===== config.mk =====
export PLATFORM = sky130hd
export DESIGN_NAME = fpc_top
export DESIGN_NICKNAME = d
export VERILOG_FILES = /design/src/rtl/fpc_pkg.sv /design/src/rtl/fpc_top.sv
export SDC_FILE = /design/constraint.sdc
export NUM_CORES = 1
export LEC_CHECK = 0
export BUFFER_PORTS_ARGS = -buffer_cell sky130_fd_sc_hd__buf_2
export CORE_AREA = 4 4 210 212
export DETAILED_ROUTE_END_ITERATION = 8
export DIE_AREA = 0 0 214 216
export GPL_TIMING_DRIVEN = 0
export PLACE_DENSITY = 0.47
export SLEW_MARGIN = 15
export SYNTH_ARGS = -nofsm -noshare
export SYNTH_HDL_FRONTEND = slang
export SYNTH_SLANG_ARGS = --single-unit

===== constraint.sdc =====
create_clock -name pclk -period 5.9 [get_ports pclk]
set_input_delay 0.885 -clock pclk [delete_from_list [all_inputs] [get_ports pclk]]
set_output_delay 0.885 -clock pclk [all_outputs]
set_load 0.1 [all_outputs]

===== src/rtl/fpc_pkg.sv =====
/*
  Package for the front panel controller: register map, field positions,
  reset values, timing constants, event codes and the state record.
  Assumes a 40 MHz management clock and 32-bit APB with byte addressing.
*/
package fpc_pkg;

  // timing, in the units they are specified in
  localparam int unsigned CLK_HZ      = 40_000_000;
  localparam int unsigned DEBOUNCE_MS = 25;
  localparam int unsigned IDENT_S     = 15;
  localparam int unsigned BLINK_HZ    = 1;

  localparam logic [31:0] DEBOUNCE_CYC = 32'(CLK_HZ / 1000 * DEBOUNCE_MS);
  localparam logic [31:0] IDENT_CYC    = 32'(CLK_HZ * IDENT_S);
  localparam logic [31:0] BLINK_CYC    = 32'(CLK_HZ / (2 * BLINK_HZ));

  // buttons, index into the debouncer bank
  localparam int NBTN    = 4;
  localparam int BTN_PWR = 0;
  localparam int BTN_RST = 1;
  localparam int BTN_NMI = 2;
  localparam int BTN_ID  = 3;

  // register byte offsets
  localparam logic [11:0] OFS_CTRL   = 12'h000;
  localparam logic [11:0] OFS_STATUS = 12'h004;
  localparam logic [11:0] OFS_HEALTH = 12'h008;
  localparam logic [11:0] OFS_IDENT  = 12'h00C;
  localparam logic [11:0] OFS_EVENT  = 12'h010;

  // control fields
  localparam int CTRL_LOCKOUT  = 0;
  localparam int CTRL_SECURE   = 1;
  localparam int CTRL_PWR_PROT = 2;
  localparam int CTRL_RST_PROT = 3;
  localparam int CTRL_INTR_EN  = 4;

  // health fields
  localparam int HLT_CRIT_THR  = 0;
  localparam int HLT_CRIT_ECC  = 1;
  localparam int HLT_CRIT_FSB  = 2;
  localparam int HLT_NCRIT_THR = 3;
  localparam int HLT_READY     = 4;
  localparam int HLT_DEGRADED  = 5;
  localparam int HLT_W         = 6;

  // identify command fields
  localparam int IDC_OFF   = 0;
  localparam int IDC_START = 1;

  // events, lower index wins arbitration so power goes first
  localparam int NEVT      = 8;
  localparam int EV_PWR    = 0;
  localparam int EV_CMOS   = 1;
  localparam int EV_PVIOL  = 2;
  localparam int EV_RST    = 3;
  localparam int EV_RVIOL  = 4;
  localparam int EV_NMI    = 5;
  localparam int EV_ID     = 6;
  localparam int EV_INTR   = 7;

  localparam logic [NEVT-1:0][7:0] EVT_TYPE = {8'h05, 8'h14, 8'h13, 8'h06, 8'h14, 8'h06, 8'h14, 8'h14};
  localparam logic [NEVT-1:0][7:0] EVT_OFS  = {8'h00, 8'h01, 8'h00, 8'h00, 8'h02, 8'h00, 8'h07, 8'h00};

  typedef enum logic {ID_OFF, ID_BLINK} fpc_ident_t;

  typedef struct packed {
    logic [NBTN-1:0]        deb;
    logic [NBTN-1:0][31:0]  cnt;
    logic                   lockout;
    logic                   pwr_prot;
    logic                   rst_prot;
    logic                   intr_en;
    logic [HLT_W-1:0]       health;
    logic                   secure;
    logic                   kbc_prev;
    logic                   lock_prev;
    logic                   dc_prev;
    logic                   intr_prev;
    fpc_ident_t             ident;
    logic [31:0]            ident_cnt;
    logic [31:0]            blink_cnt;
    logic                   blink;
    logic [NEVT-1:0]        pend;
    logic                   evt_valid;
    logic [7:0]             evt_type;
    logic [7:0]             evt_ofs;
    logic [15:0]            last_evt;
    logic                   pwr_drive;
    logic                   rst_drive;
    logic                   green;
    logic                   amber;
    logic                   id_led;
    logic [31:0]            prdata;
    logic                   pslverr;
  } fpc_state_t;

  localparam fpc_state_t FPC_STATE_RST = '0;

endpackage


===== src/rtl/fpc_top.sv =====
/*
  Front panel controller: debounces the panel buttons, bridges power and
  reset to the chipset, raises panel events toward the event filter and
  drives the fault/status and chassis identify indicators; APB slave.
  Assumes all panel and chassis inputs are already synchronous to pclk.
*/
// Chosen here: the register addresses and the APB register port.
// Behaviour
// - low power input passes through unless locked
// - low reset input passes through unless locked
// - power plus reset, DC off: CMOS event
// - every button debounced for 25 ms
// - amber solid critical, blinking non-critical
// - green solid ready, blink ready and degraded, else off
// - critical from thresholds, ECC or bus errors
// - non-critical from thresholds or chassis intrusion
// - identify press from off blinks 15 s
// - press or command turns identify off
// - identify press logs type 14h offset 1h
// - intrusion state change logs an event
// - debounced power level goes straight out
// - protected power press: violation, no action
// - power action beats the reset button
// - reset press acts at once
// - protected reset press: violation, no reset
// - diagnostic press logs 13h offset 0h
// - secure cleared on power-down, command, unlock
`timescale 1ns/1ps
module fpc_top #(
  parameter logic [31:0] DEB_CYC = fpc_pkg::DEBOUNCE_CYC,
  parameter logic [31:0] ID_CYC  = fpc_pkg::IDENT_CYC,
  parameter logic [31:0] BLK_CYC = fpc_pkg::BLINK_CYC
) (
  input  wire logic        pclk,
  input  wire logic        presetn,
  input  wire logic        psel,
  input  wire logic        penable,
  input  wire logic        pwrite,
  input  wire logic [11:0] paddr,
  input  wire logic [31:0] pwdata,
  input  wire logic [3:0]  pstrb,
  output logic      [31:0] prdata,
  output logic             pready,
  output logic             pslverr,
  input  wire logic        power_button_in_n,
  input  wire logic        reset_button_in_n,
  input  wire logic        nmi_button_in_n,
  input  wire logic        ident_button_in_n,
  input  wire logic        dc_power_good,
  input  wire logic        kbc_secure,
  input  wire logic        panel_lock_signal,
  input  wire logic        intrusion_state,
  output logic             power_button_out_n,
  output logic             reset_button_out_n,
  output logic             fault_led_green,
  output logic             fault_led_amber,
  output logic             chassis_id_led,
  output logic             event_valid,
  output logic      [7:0]  event_sensor_type,
  output logic      [7:0]  event_offset
);
  import fpc_pkg::*;

  fpc_state_t             s_q;
  fpc_state_t             s_d;
  logic [NBTN-1:0]        raw_press;
  logic [NBTN-1:0]        deb_d;
  logic [NBTN-1:0]        press_rise;
  logic [NBTN-1:0][31:0]  cnt_d;
  logic [NEVT-1:0]        evt_set;
  logic [NEVT-1:0]        grant;
  logic                   found;
  logic                   setup;
  logic                   wr;
  logic                   cmd_off;
  logic                   cmd_start;
  logic                   crit;
  logic                   ncrit;

  assign raw_press = ~{ident_button_in_n, nmi_button_in_n, reset_button_in_n, power_button_in_n};

  // counter restarts on any bounce, so only a clean level flips the output
  for (genvar i = 0; i < NBTN; i++) begin : g_deb
    logic diff;
    logic full;
    assign diff          = raw_press[i] != s_q.deb[i];
    assign full          = s_q.cnt[i] == DEB_CYC - 32'h1;
    assign deb_d[i]      = (diff && full) ? raw_press[i] : s_q.deb[i];
    assign cnt_d[i]      = (diff && !full) ? s_q.cnt[i] + 32'h1 : 32'h0;
    assign press_rise[i] = diff && full && raw_press[i];
  end

  assign setup     = psel && !penable;
  assign wr        = psel && penable && pwrite && pstrb[0];
  assign cmd_off   = wr && (paddr == OFS_IDENT) && pwdata[IDC_OFF];
  assign cmd_start = wr && (paddr == OFS_IDENT) && pwdata[IDC_START];

  always_comb begin
    s_d     = s_q;
    evt_set = '0;
    grant   = '0;
    found   = 1'b0;
    crit    = 1'b0;
    ncrit   = 1'b0;

    s_d.deb = deb_d;
    s_d.cnt = cnt_d;

    // register writes take effect at the access edge, zero wait states
    if (wr) begin
      case (paddr)
        OFS_CTRL: begin
          s_d.lockout  = pwdata[CTRL_LOCKOUT];
          s_d.pwr_prot = pwdata[CTRL_PWR_PROT];
          s_d.rst_prot = pwdata[CTRL_RST_PROT];
          s_d.intr_en  = pwdata[CTRL_INTR_EN];
          if (pwdata[CTRL_SECURE] != s_q.secure) begin
            s_d.secure = pwdata[CTRL_SECURE];
          end
        end
        OFS_HEALTH: s_d.health = pwdata[HLT_W-1:0];
        default: ;
      endcase
    end

    // read data is latched in the setup phase so it leaves a flop
    if (setup) begin
      s_d.pslverr = 1'b0;
      case (paddr)
        OFS_CTRL:   s_d.prdata = {27'h0, s_q.intr_en, s_q.rst_prot, s_q.pwr_prot, s_q.secure, s_q.lockout};
        OFS_STATUS: s_d.prdata = {16'h0, s_q.pend, s_q.green, s_q.amber, s_q.ident == ID_BLINK,
                                  s_q.secure, s_q.deb};
        OFS_HEALTH: s_d.prdata = {26'h0, s_q.health};
        OFS_IDENT:  s_d.prdata = 32'h0;
        OFS_EVENT:  s_d.prdata = {16'h0, s_q.last_evt};
        default: begin
          s_d.prdata  = 32'h0;
          s_d.pslverr = 1'b1;
        end
      endcase
    end

    // secure mode: any clear first, a fresh lock request wins over it
    if ((s_q.dc_prev && !dc_power_good) || (s_q.lock_prev && !panel_lock_signal)) begin
      s_d.secure = 1'b0;
    end
    if (kbc_secure && !s_q.kbc_prev) begin
      s_d.secure = 1'b1;
    end
    s_d.kbc_prev  = kbc_secure;
    s_d.lock_prev = panel_lock_signal;
    s_d.dc_prev   = dc_power_good;
    s_d.intr_prev = intrusion_state;

    if (press_rise[BTN_PWR]) begin
      if (s_q.secure || s_q.pwr_prot) begin
        evt_set[EV_PVIOL] = 1'b1;
      end else begin
        evt_set[EV_PWR] = 1'b1;
      end
      if (!dc_power_good && s_q.deb[BTN_RST]) begin
        evt_set[EV_CMOS] = 1'b1;
      end
    end
    if (press_rise[BTN_RST]) begin
      if (s_q.secure || s_q.rst_prot) begin
        evt_set[EV_RVIOL] = 1'b1;
      end else begin
        evt_set[EV_RST] = 1'b1;
      end
    end
    evt_set[EV_NMI]  = press_rise[BTN_NMI];
    evt_set[EV_ID]   = press_rise[BTN_ID];
    evt_set[EV_INTR] = s_q.intr_en && (intrusion_state != s_q.intr_prev);

    // bridged outputs follow the debounced level with no software in the path
    s_d.pwr_drive = deb_d[BTN_PWR] && !s_d.lockout && !s_d.secure && !s_d.pwr_prot;
    s_d.rst_drive = deb_d[BTN_RST] && !s_d.lockout && !s_d.secure && !s_d.rst_prot
                    && !s_d.pwr_drive;

    // free-running blink base shared by both indicators
    if (s_q.blink_cnt == BLK_CYC - 32'h1) begin
      s_d.blink_cnt = 32'h0;
      s_d.blink     = !s_q.blink;
    end else begin
      s_d.blink_cnt = s_q.blink_cnt + 32'h1;
    end

    case (s_q.ident)
      ID_OFF: begin
        if (press_rise[BTN_ID] || (cmd_start && !cmd_off)) begin
          s_d.ident     = ID_BLINK;
          s_d.ident_cnt = 32'h0;
        end
      end
      ID_BLINK: begin
        if (press_rise[BTN_ID] || cmd_off) begin
          s_d.ident = ID_OFF;
        end else if (cmd_start) begin
          s_d.ident_cnt = 32'h0;
        end else if (s_q.ident_cnt == ID_CYC - 32'h1) begin
          s_d.ident = ID_OFF;
        end else begin
          s_d.ident_cnt = s_q.ident_cnt + 32'h1;
        end
      end
      default: s_d.ident = ID_OFF;
    endcase
    s_d.id_led = (s_d.ident == ID_BLINK) && s_d.blink;

    crit  = s_d.health[HLT_CRIT_THR] || s_d.health[HLT_CRIT_ECC] || s_d.health[HLT_CRIT_FSB];
    ncrit = s_d.health[HLT_NCRIT_THR] || intrusion_state;
    if (crit) begin
      s_d.amber = 1'b1;
      s_d.green = 1'b0;
    end else if (ncrit) begin
      s_d.amber = s_d.blink;
      s_d.green = 1'b0;
    end else if (s_d.health[HLT_READY]) begin
      s_d.amber = 1'b0;
      s_d.green = s_d.health[HLT_DEGRADED] ? s_d.blink : 1'b1;
    end else begin
      s_d.amber = 1'b0;
      s_d.green = 1'b0;
    end

    // one event per cycle to the filter; new events set after the grant clears
    for (int i = 0; i < NEVT; i++) begin
      if (!found && s_q.pend[i]) begin
        grant[i]     = 1'b1;
        found        = 1'b1;
        s_d.evt_type = EVT_TYPE[i];
        s_d.evt_ofs  = EVT_OFS[i];
        s_d.last_evt = {EVT_TYPE[i], EVT_OFS[i]};
      end
    end
    s_d.evt_valid = found;
    s_d.pend      = (s_q.pend & ~grant) | evt_set;
  end

  always_ff @(posedge pclk or negedge presetn) begin
    if (!presetn) begin
      s_q <= FPC_STATE_RST;
    end else begin
      s_q <= s_d;
    end
  end

  assign prdata             = s_q.prdata;
  assign pready             = 1'b1;
  assign pslverr            = s_q.pslverr;
  assign power_button_out_n = !s_q.pwr_drive;
  assign reset_button_out_n = !s_q.rst_drive;
  assign fault_led_green    = s_q.green;
  assign fault_led_amber    = s_q.amber;
  assign chassis_id_led     = s_q.id_led;
  assign event_valid        = s_q.evt_valid;
  assign event_sensor_type  = s_q.evt_type;
  assign event_offset       = s_q.evt_ofs;
endmodule // fpc_top


# [Word level (Yosys, flattened, before mapping)]
# Cells that the tools add are included.
[totals] elab_cells=199 reg_bits=292
[op_classes] n_reduce_logical=77 bitwise_logic=5 muxes=59 n_addsub=6 n_eq_ne=19
[op_table] op="$mux W32" n=16
[op_table] op="$add A32 B1 Y32 const B" n=6
[op_table] op="$eq A32 B20 Y1 const B" n=4
[op_table] op="$pmux W33 S2" n=1
[op_table] op="$pmux W16 S4" n=1
[op_table] op="$logic_and A1 B1 Y1" n=40
[op_table] op="$mux W33" n=1
[op_table] op="$eq A32 B25 Y1 const B" n=1
[op_table] op="$eq A32 B30 Y1 const B" n=1
[op_table] op="$mux W1" n=32
[op_table] op="$eq A12 B4 Y1 const B" n=2
[op_table] op="$logic_not A1 Y1" n=24
[op_table] op="$eq A12 B3 Y1 const B" n=1
[op_table] op="$eq A12 B5 Y1 const B" n=1
[op_table] op="$logic_not A12 Y1" n=1
[op_table] op="$mux W11" n=1
[op_table] op="$and A8 B8 Y8" n=1
[op_table] op="$logic_or A1 B1 Y1" n=8
[op_table] op="$mux W2" n=4
[op_table] op="$not A8 Y8" n=1
[op_table] op="$or A8 B8 Y8" n=1
[op_table] op="$reduce_bool A8 Y1" n=1
[op_table] op="$mux W6" n=1
[op_table] op="$ne A1 B1 Y1" n=6
[op_table] op="9 further kinds" n=10

# [Logic depth before layout (Yosys ltp)]
[depth] word_depth=25 depth_mapped=9 depth_no_buf=7

# [Worst setup path before layout]
# OpenSTA, ideal clock, no wires.
[synth_path] kind="input -> register" startpoint="input paddr[11]" endpoint="register s_q (netlist bit fault_led_green)" setup_slack_ns=3.148 t_arrival_ns=2.641 cell_stages=6 setup_ns=0.111 required_ns=5.789 cell_sequence="nor4_4 > nand4b_2 > nor4b_4 > nor4b_1 > o21ai_0 > a2111oi_2"
[synth_lines] item="start: declaration" line_no="fpc_top.sv:39" text="input wire logic [11:0] paddr,"
[synth_lines] item="end signal: assignment" line_no="fpc_top.sv:243" text="s_q <= FPC_STATE_RST;"
[synth_lines] item="end signal: assignment" line_no="fpc_top.sv:245" text="s_q <= s_d;"
[synth_lines] item="end: declaration" line_no="fpc_top.sv:64" text="fpc_state_t s_q;"

==> flow_summary_export.csv <==
group,metric,value,unit
status,status,"complete, no violations",
critical_path,critPathSlowestCell,"sky130_fd_sc_hd__nor4_2",
logic_synthesis,yosysUniqueCellTypes,58,
critical_path,timing.critical_path.slowest_cell_delay,0.66,ns
clock_tree,cts_sink_count,251,
floorplan,io_pins,117,
floorplan,dieArea,46200,sq um
detailed_routing,wl_per_cell,15.2,um
critical_path,critPathLaunchType,"input port",
floorplan,floorplan.die.height,216,um
power_and_ir_drop,ir_worst_vdd,160,uV
clock_tree,cts-htree-levels,1,
sta,transition_time_of_the_tightest_slew_check_pin,1.10,ns
global_routing,global_route.usage.total,0.131,
critical_path,worst-path-max-fanout,7,
logic_synthesis,synth_ff_type,"sky130_fd_sc_hd__dfrtp_1",
floorplan,start_util,0.299,
logic_synthesis,parity_gate_share_of_the_synthesized_area_counting_xor_and_xnor_cells,0.0978,
critical_path,worst_setup_path_endpoint,"s_q[36]",
floorplan,die_width,214,um
layout,fillerInstances,4244,
clock_tree,cts_hold_bufs,0,
critical_path,critical_path.reg2reg.startpoint,"s_q[202]",
detailed_routing,via_count,9454,
logic_synthesis,largest_family_of_logic_cells_by_synthesized_area,"simple AND/OR/NAND/NOR gates",
logic_synthesis,synth_top_area_cell,"sky130_fd_sc_hd__dfrtp_1",
sta,max_frequency,330,MHz
global_routing,grt_max_degree,93,
floorplan,core_region_area,41900,sq um
logic_synthesis,synth-simple-area-share,0.248,
place,buffer_ports.inserted,61,
sta,final_period_minus_worst_setup_slack,3.03,ns
floorplan,fp-row-count,75,
layout,multi_input_area,5660,sq um
clock_tree,tritoncts_clock_tree,"done",
logic_synthesis,synth.area.mux_share,0.0177,
critical_path,depth_of_the_critical_timing_path_with_buffers_and_inverters_included,7,
layout,final-instance-count-excl-fill,1993,
power_and_ir_drop,total_leakage_power,6.44,nW
detailed_routing,viasPerCell,4.74,
critical_path,capture_point_of_the_worst_reg_to_reg_path,"s_q[218]",
logic_synthesis,synth_fa_ha_area_frac,0.00679,
detailed_routing,antenna_violating_nets_post_route,0,
critical_path,reg2reg_depth,6,
sta,hold_violations,0,
global_routing,first_pass_grt_wire_length,50.5,mm
power_and_ir_drop,pwr_density_cell,272,nW/um^2
critical_path,critPathTopFamily,"simple AND/OR/NAND/NOR gates",
critical_path,path_class,"input port to register",
job,drv_cap,0,
layout,final_nets,1495,
layout,layout.cells.most_common,"sky130_fd_sc_hd__dfrtp_1",
critical_path,timing.critical_path.to_type,"register",
clock_tree,clock-root-buffer,"sky130_fd_sc_hd__clkbuf_16",
layout,ff_latch_area,6280,sq um
detailed_routing,drt_pass_1_iters,5,
min_path,worstHoldPathType,"input port to async pin",
place,setup_ws_pre_cts,2.33,ns
place,gp_congestion,0.798,
place,place_hpwl,21.4,mm
sta,finalCritPeriodShare,0.514,
critical_path,first_element_of_the_critical_path,"paddr[11]",
logic_synthesis,synth_edf_count,0,
clock_tree,clock_path_buffers,3,
power_and_ir_drop,post-layout-total-power,4.03,mW
logic_synthesis,yosysSeqAreaShare,0.501,
critical_path,critPathRequiredTime,6.38,ns
clock_tree,post_cts_buffers,0,
detailed_routing,route.final.wire_length,30.3,mm
clock_tree,post_cts.resized_instances,0,
clock_tree,cts_inserted_buffers,31,
layout,area.growth.synth_to_final,18.1,%
detailed_routing,iteration_0_drc_markers,597,
critical_path,crit_path_dat,3.51,ns
logic_synthesis,synth_area_leaders,"sky130_fd_sc_hd__dfrtp_1, sky130_fd_sc_hd__xor2_1, sky130_fd_sc_hd__nor2_1",
global_routing,first_global_vias,9369,
layout,drive_above_1_share,0.134,
critical_path,count_of_buffer_and_inverter_cells_on_the_critical_path,1,
logic_synthesis,synth.top_cell.area_share,0.501,
critical_path,setup_slack_on_the_worst_flop_to_flop_path,3.24,ns
global_routing,grt_overflow_total,0,
logic_synthesis,synth.ff_latch_count,251,
global_routing,grt_antenna_before_repair,3,
critical_path,ordered_cell_list_for_the_critical_path,"buf_2 > nor4_4 > nand4b_2 > nor4_2 > mux2i_1 > o22ai_1 > and4b_1",
place,placedCellCount,1934,
sta,final_setup_vio_count,0,
layout,layout.cells.most_common_list,"sky130_fd_sc_hd__dfrtp_1, sky130_fd_sc_hd__nor2_1, sky130_fd_sc_hd__nand2_1",
sta,maxSlewViolCount,0,
logic_synthesis,async_reset_ff_frac,1.00,
sta,finClkSkew,0.00805,ns
logic_synthesis,post_synth.cell_area_avg,9.58,sq um
sta,final.setup.worst_slack,2.87,ns
logic_synthesis,mappedNetlistArea,12500,sq um
sta,timing.max_slew.rel_slack,0.257,
clock_tree,worst_setup_hold_path_clk_slew,0.06,ns
logic_synthesis,synth_compound_area_frac,0.0735,
sta,grt_setup_unrepaired,"no",
detailed_routing,drc,0,
logic_synthesis,post_synth_inst_count,1308,
clock_tree,insertion_delay,0.57,ns
logic_synthesis,synth-warning-count,0,
sequential cells by signal, indices dropped and copies added, names as in the netlist:
name,cells
fault_led_green,1
pslverr,1
event_offset,2
prdata,16
event_valid,1
fault_led_amber,1
chassis_id_led,1
event_sensor_type,3
s_q,225
cells in the mapped netlist (3+ instances only):
cell type / n
sky130_fd_sc_hd__buf_6: 4
sky130_fd_sc_hd__clkbuf_1: 33
sky130_fd_sc_hd__mux2i_1: 12
sky130_fd_sc_hd__a221oi_1: 3
sky130_fd_sc_hd__and3_1: 29
sky130_fd_sc_hd__and4_1: 20
sky130_fd_sc_hd__xor2_1: 84
sky130_fd_sc_hd__nor4b_1: 11
sky130_fd_sc_hd__mux2_2: 9
sky130_fd_sc_hd__or4_1: 6
sky130_fd_sc_hd__a31oi_1: 34
sky130_fd_sc_hd__inv_1: 37
sky130_fd_sc_hd__or3_1: 19
sky130_fd_sc_hd__a21oi_1: 35
sky130_fd_sc_hd__or2_2: 5
sky130_fd_sc_hd__nand2_1: 115
sky130_fd_sc_hd__nand3_1: 64
sky130_fd_sc_hd__xnor2_1: 56
sky130_fd_sc_hd__nor4_1: 25
sky130_fd_sc_hd__nand4_1: 45
sky130_fd_sc_hd__o21ai_0: 46
sky130_fd_sc_hd__nor2_1: 188
sky130_fd_sc_hd__dfrtp_1: 251
sky130_fd_sc_hd__buf_4: 49
sky130_fd_sc_hd__o21bai_1: 4
sky130_fd_sc_hd__nor2b_1: 7
sky130_fd_sc_hd__a41oi_1: 6
sky130_fd_sc_hd__and2_1: 15
sky130_fd_sc_hd__nand2b_1: 12
sky130_fd_sc_hd__a22o_1: 5
sky130_fd_sc_hd__ha_1: 6
sky130_fd_sc_hd__o31ai_1: 3
sky130_fd_sc_hd__o22ai_1: 3
sky130_fd_sc_hd__nor3_1: 33
sky130_fd_sc_hd__a22oi_1: 4
final cells by class:
cell class / instances / share of cell area
antenna: 2 / 0.000338
buffer: 88 / 0.0369
clock buffer: 45 / 0.0627
clock inverter: 12 / 0.0134
inverter: 37 / 0.00938
multi-input combinational: 956 / 0.382
sequential: 251 / 0.424
tap: 539 / 0.0456
timing repair buffer: 63 / 0.0250
report_power, final:
group	internal (mW)	switching, mW	total [mW]
combinational	0.0422	0.169	0.212
sequential	1.73	0.00887	1.74
clock	1.30	0.768	2.07
total	3.08	0.947	4.03
worst min path at each step:
stage	depth (start not counted)	from	end	slack (ns)
floorplan	1	s_q[160]	s_q[160]	0.42
global placement	1	s_q[224]	s_q[224]	0.44
detailed placement	1	s_q[224]	s_q[224]	0.45
CTS	1	presetn	s_q[161]	0.32
global route	1	presetn	s_q[161]	0.36
finish	1	presetn	s_q[161]	0.32
routing by layer:
| layer | share of wire | routed length, um | GRT usage |
|---|---|---|---|
| met5 | 0.00023 | 7 | 0 |
| met2 | 0.45 | 13500 | 0.202 |
| met3 | 0.042 | 1280 | 0.0217 |
| met4 | 0.021 | 635 | 0.0385 |
| met1 | 0.49 | 14800 | 0.190 |
through the flow:
step	setup TNS (ns)	hold WS (ns)	area, sq um	util
detailed placement	0	0.451	13700	0.326
floorplan	0	0.424	12600	-
finish	0	0.325	14800	0.353
CTS	0	0.322	14800	0.353
global route	0	0.358	14800	0.353
global placement	-258.86	0.443	13600	0.324
logic make-up after synthesis:
kind of cell	count (synthesis)
flip-flops	251
XOR/XNOR	140
other	2
buffers and inverters	125
adder cells (fa/ha/maj)	7
AND/OR/NAND/NOR	610
AO/OA/AOI/OAI	152
multiplexers	21
No activity file was read; power rests on OpenSTA's default activity.
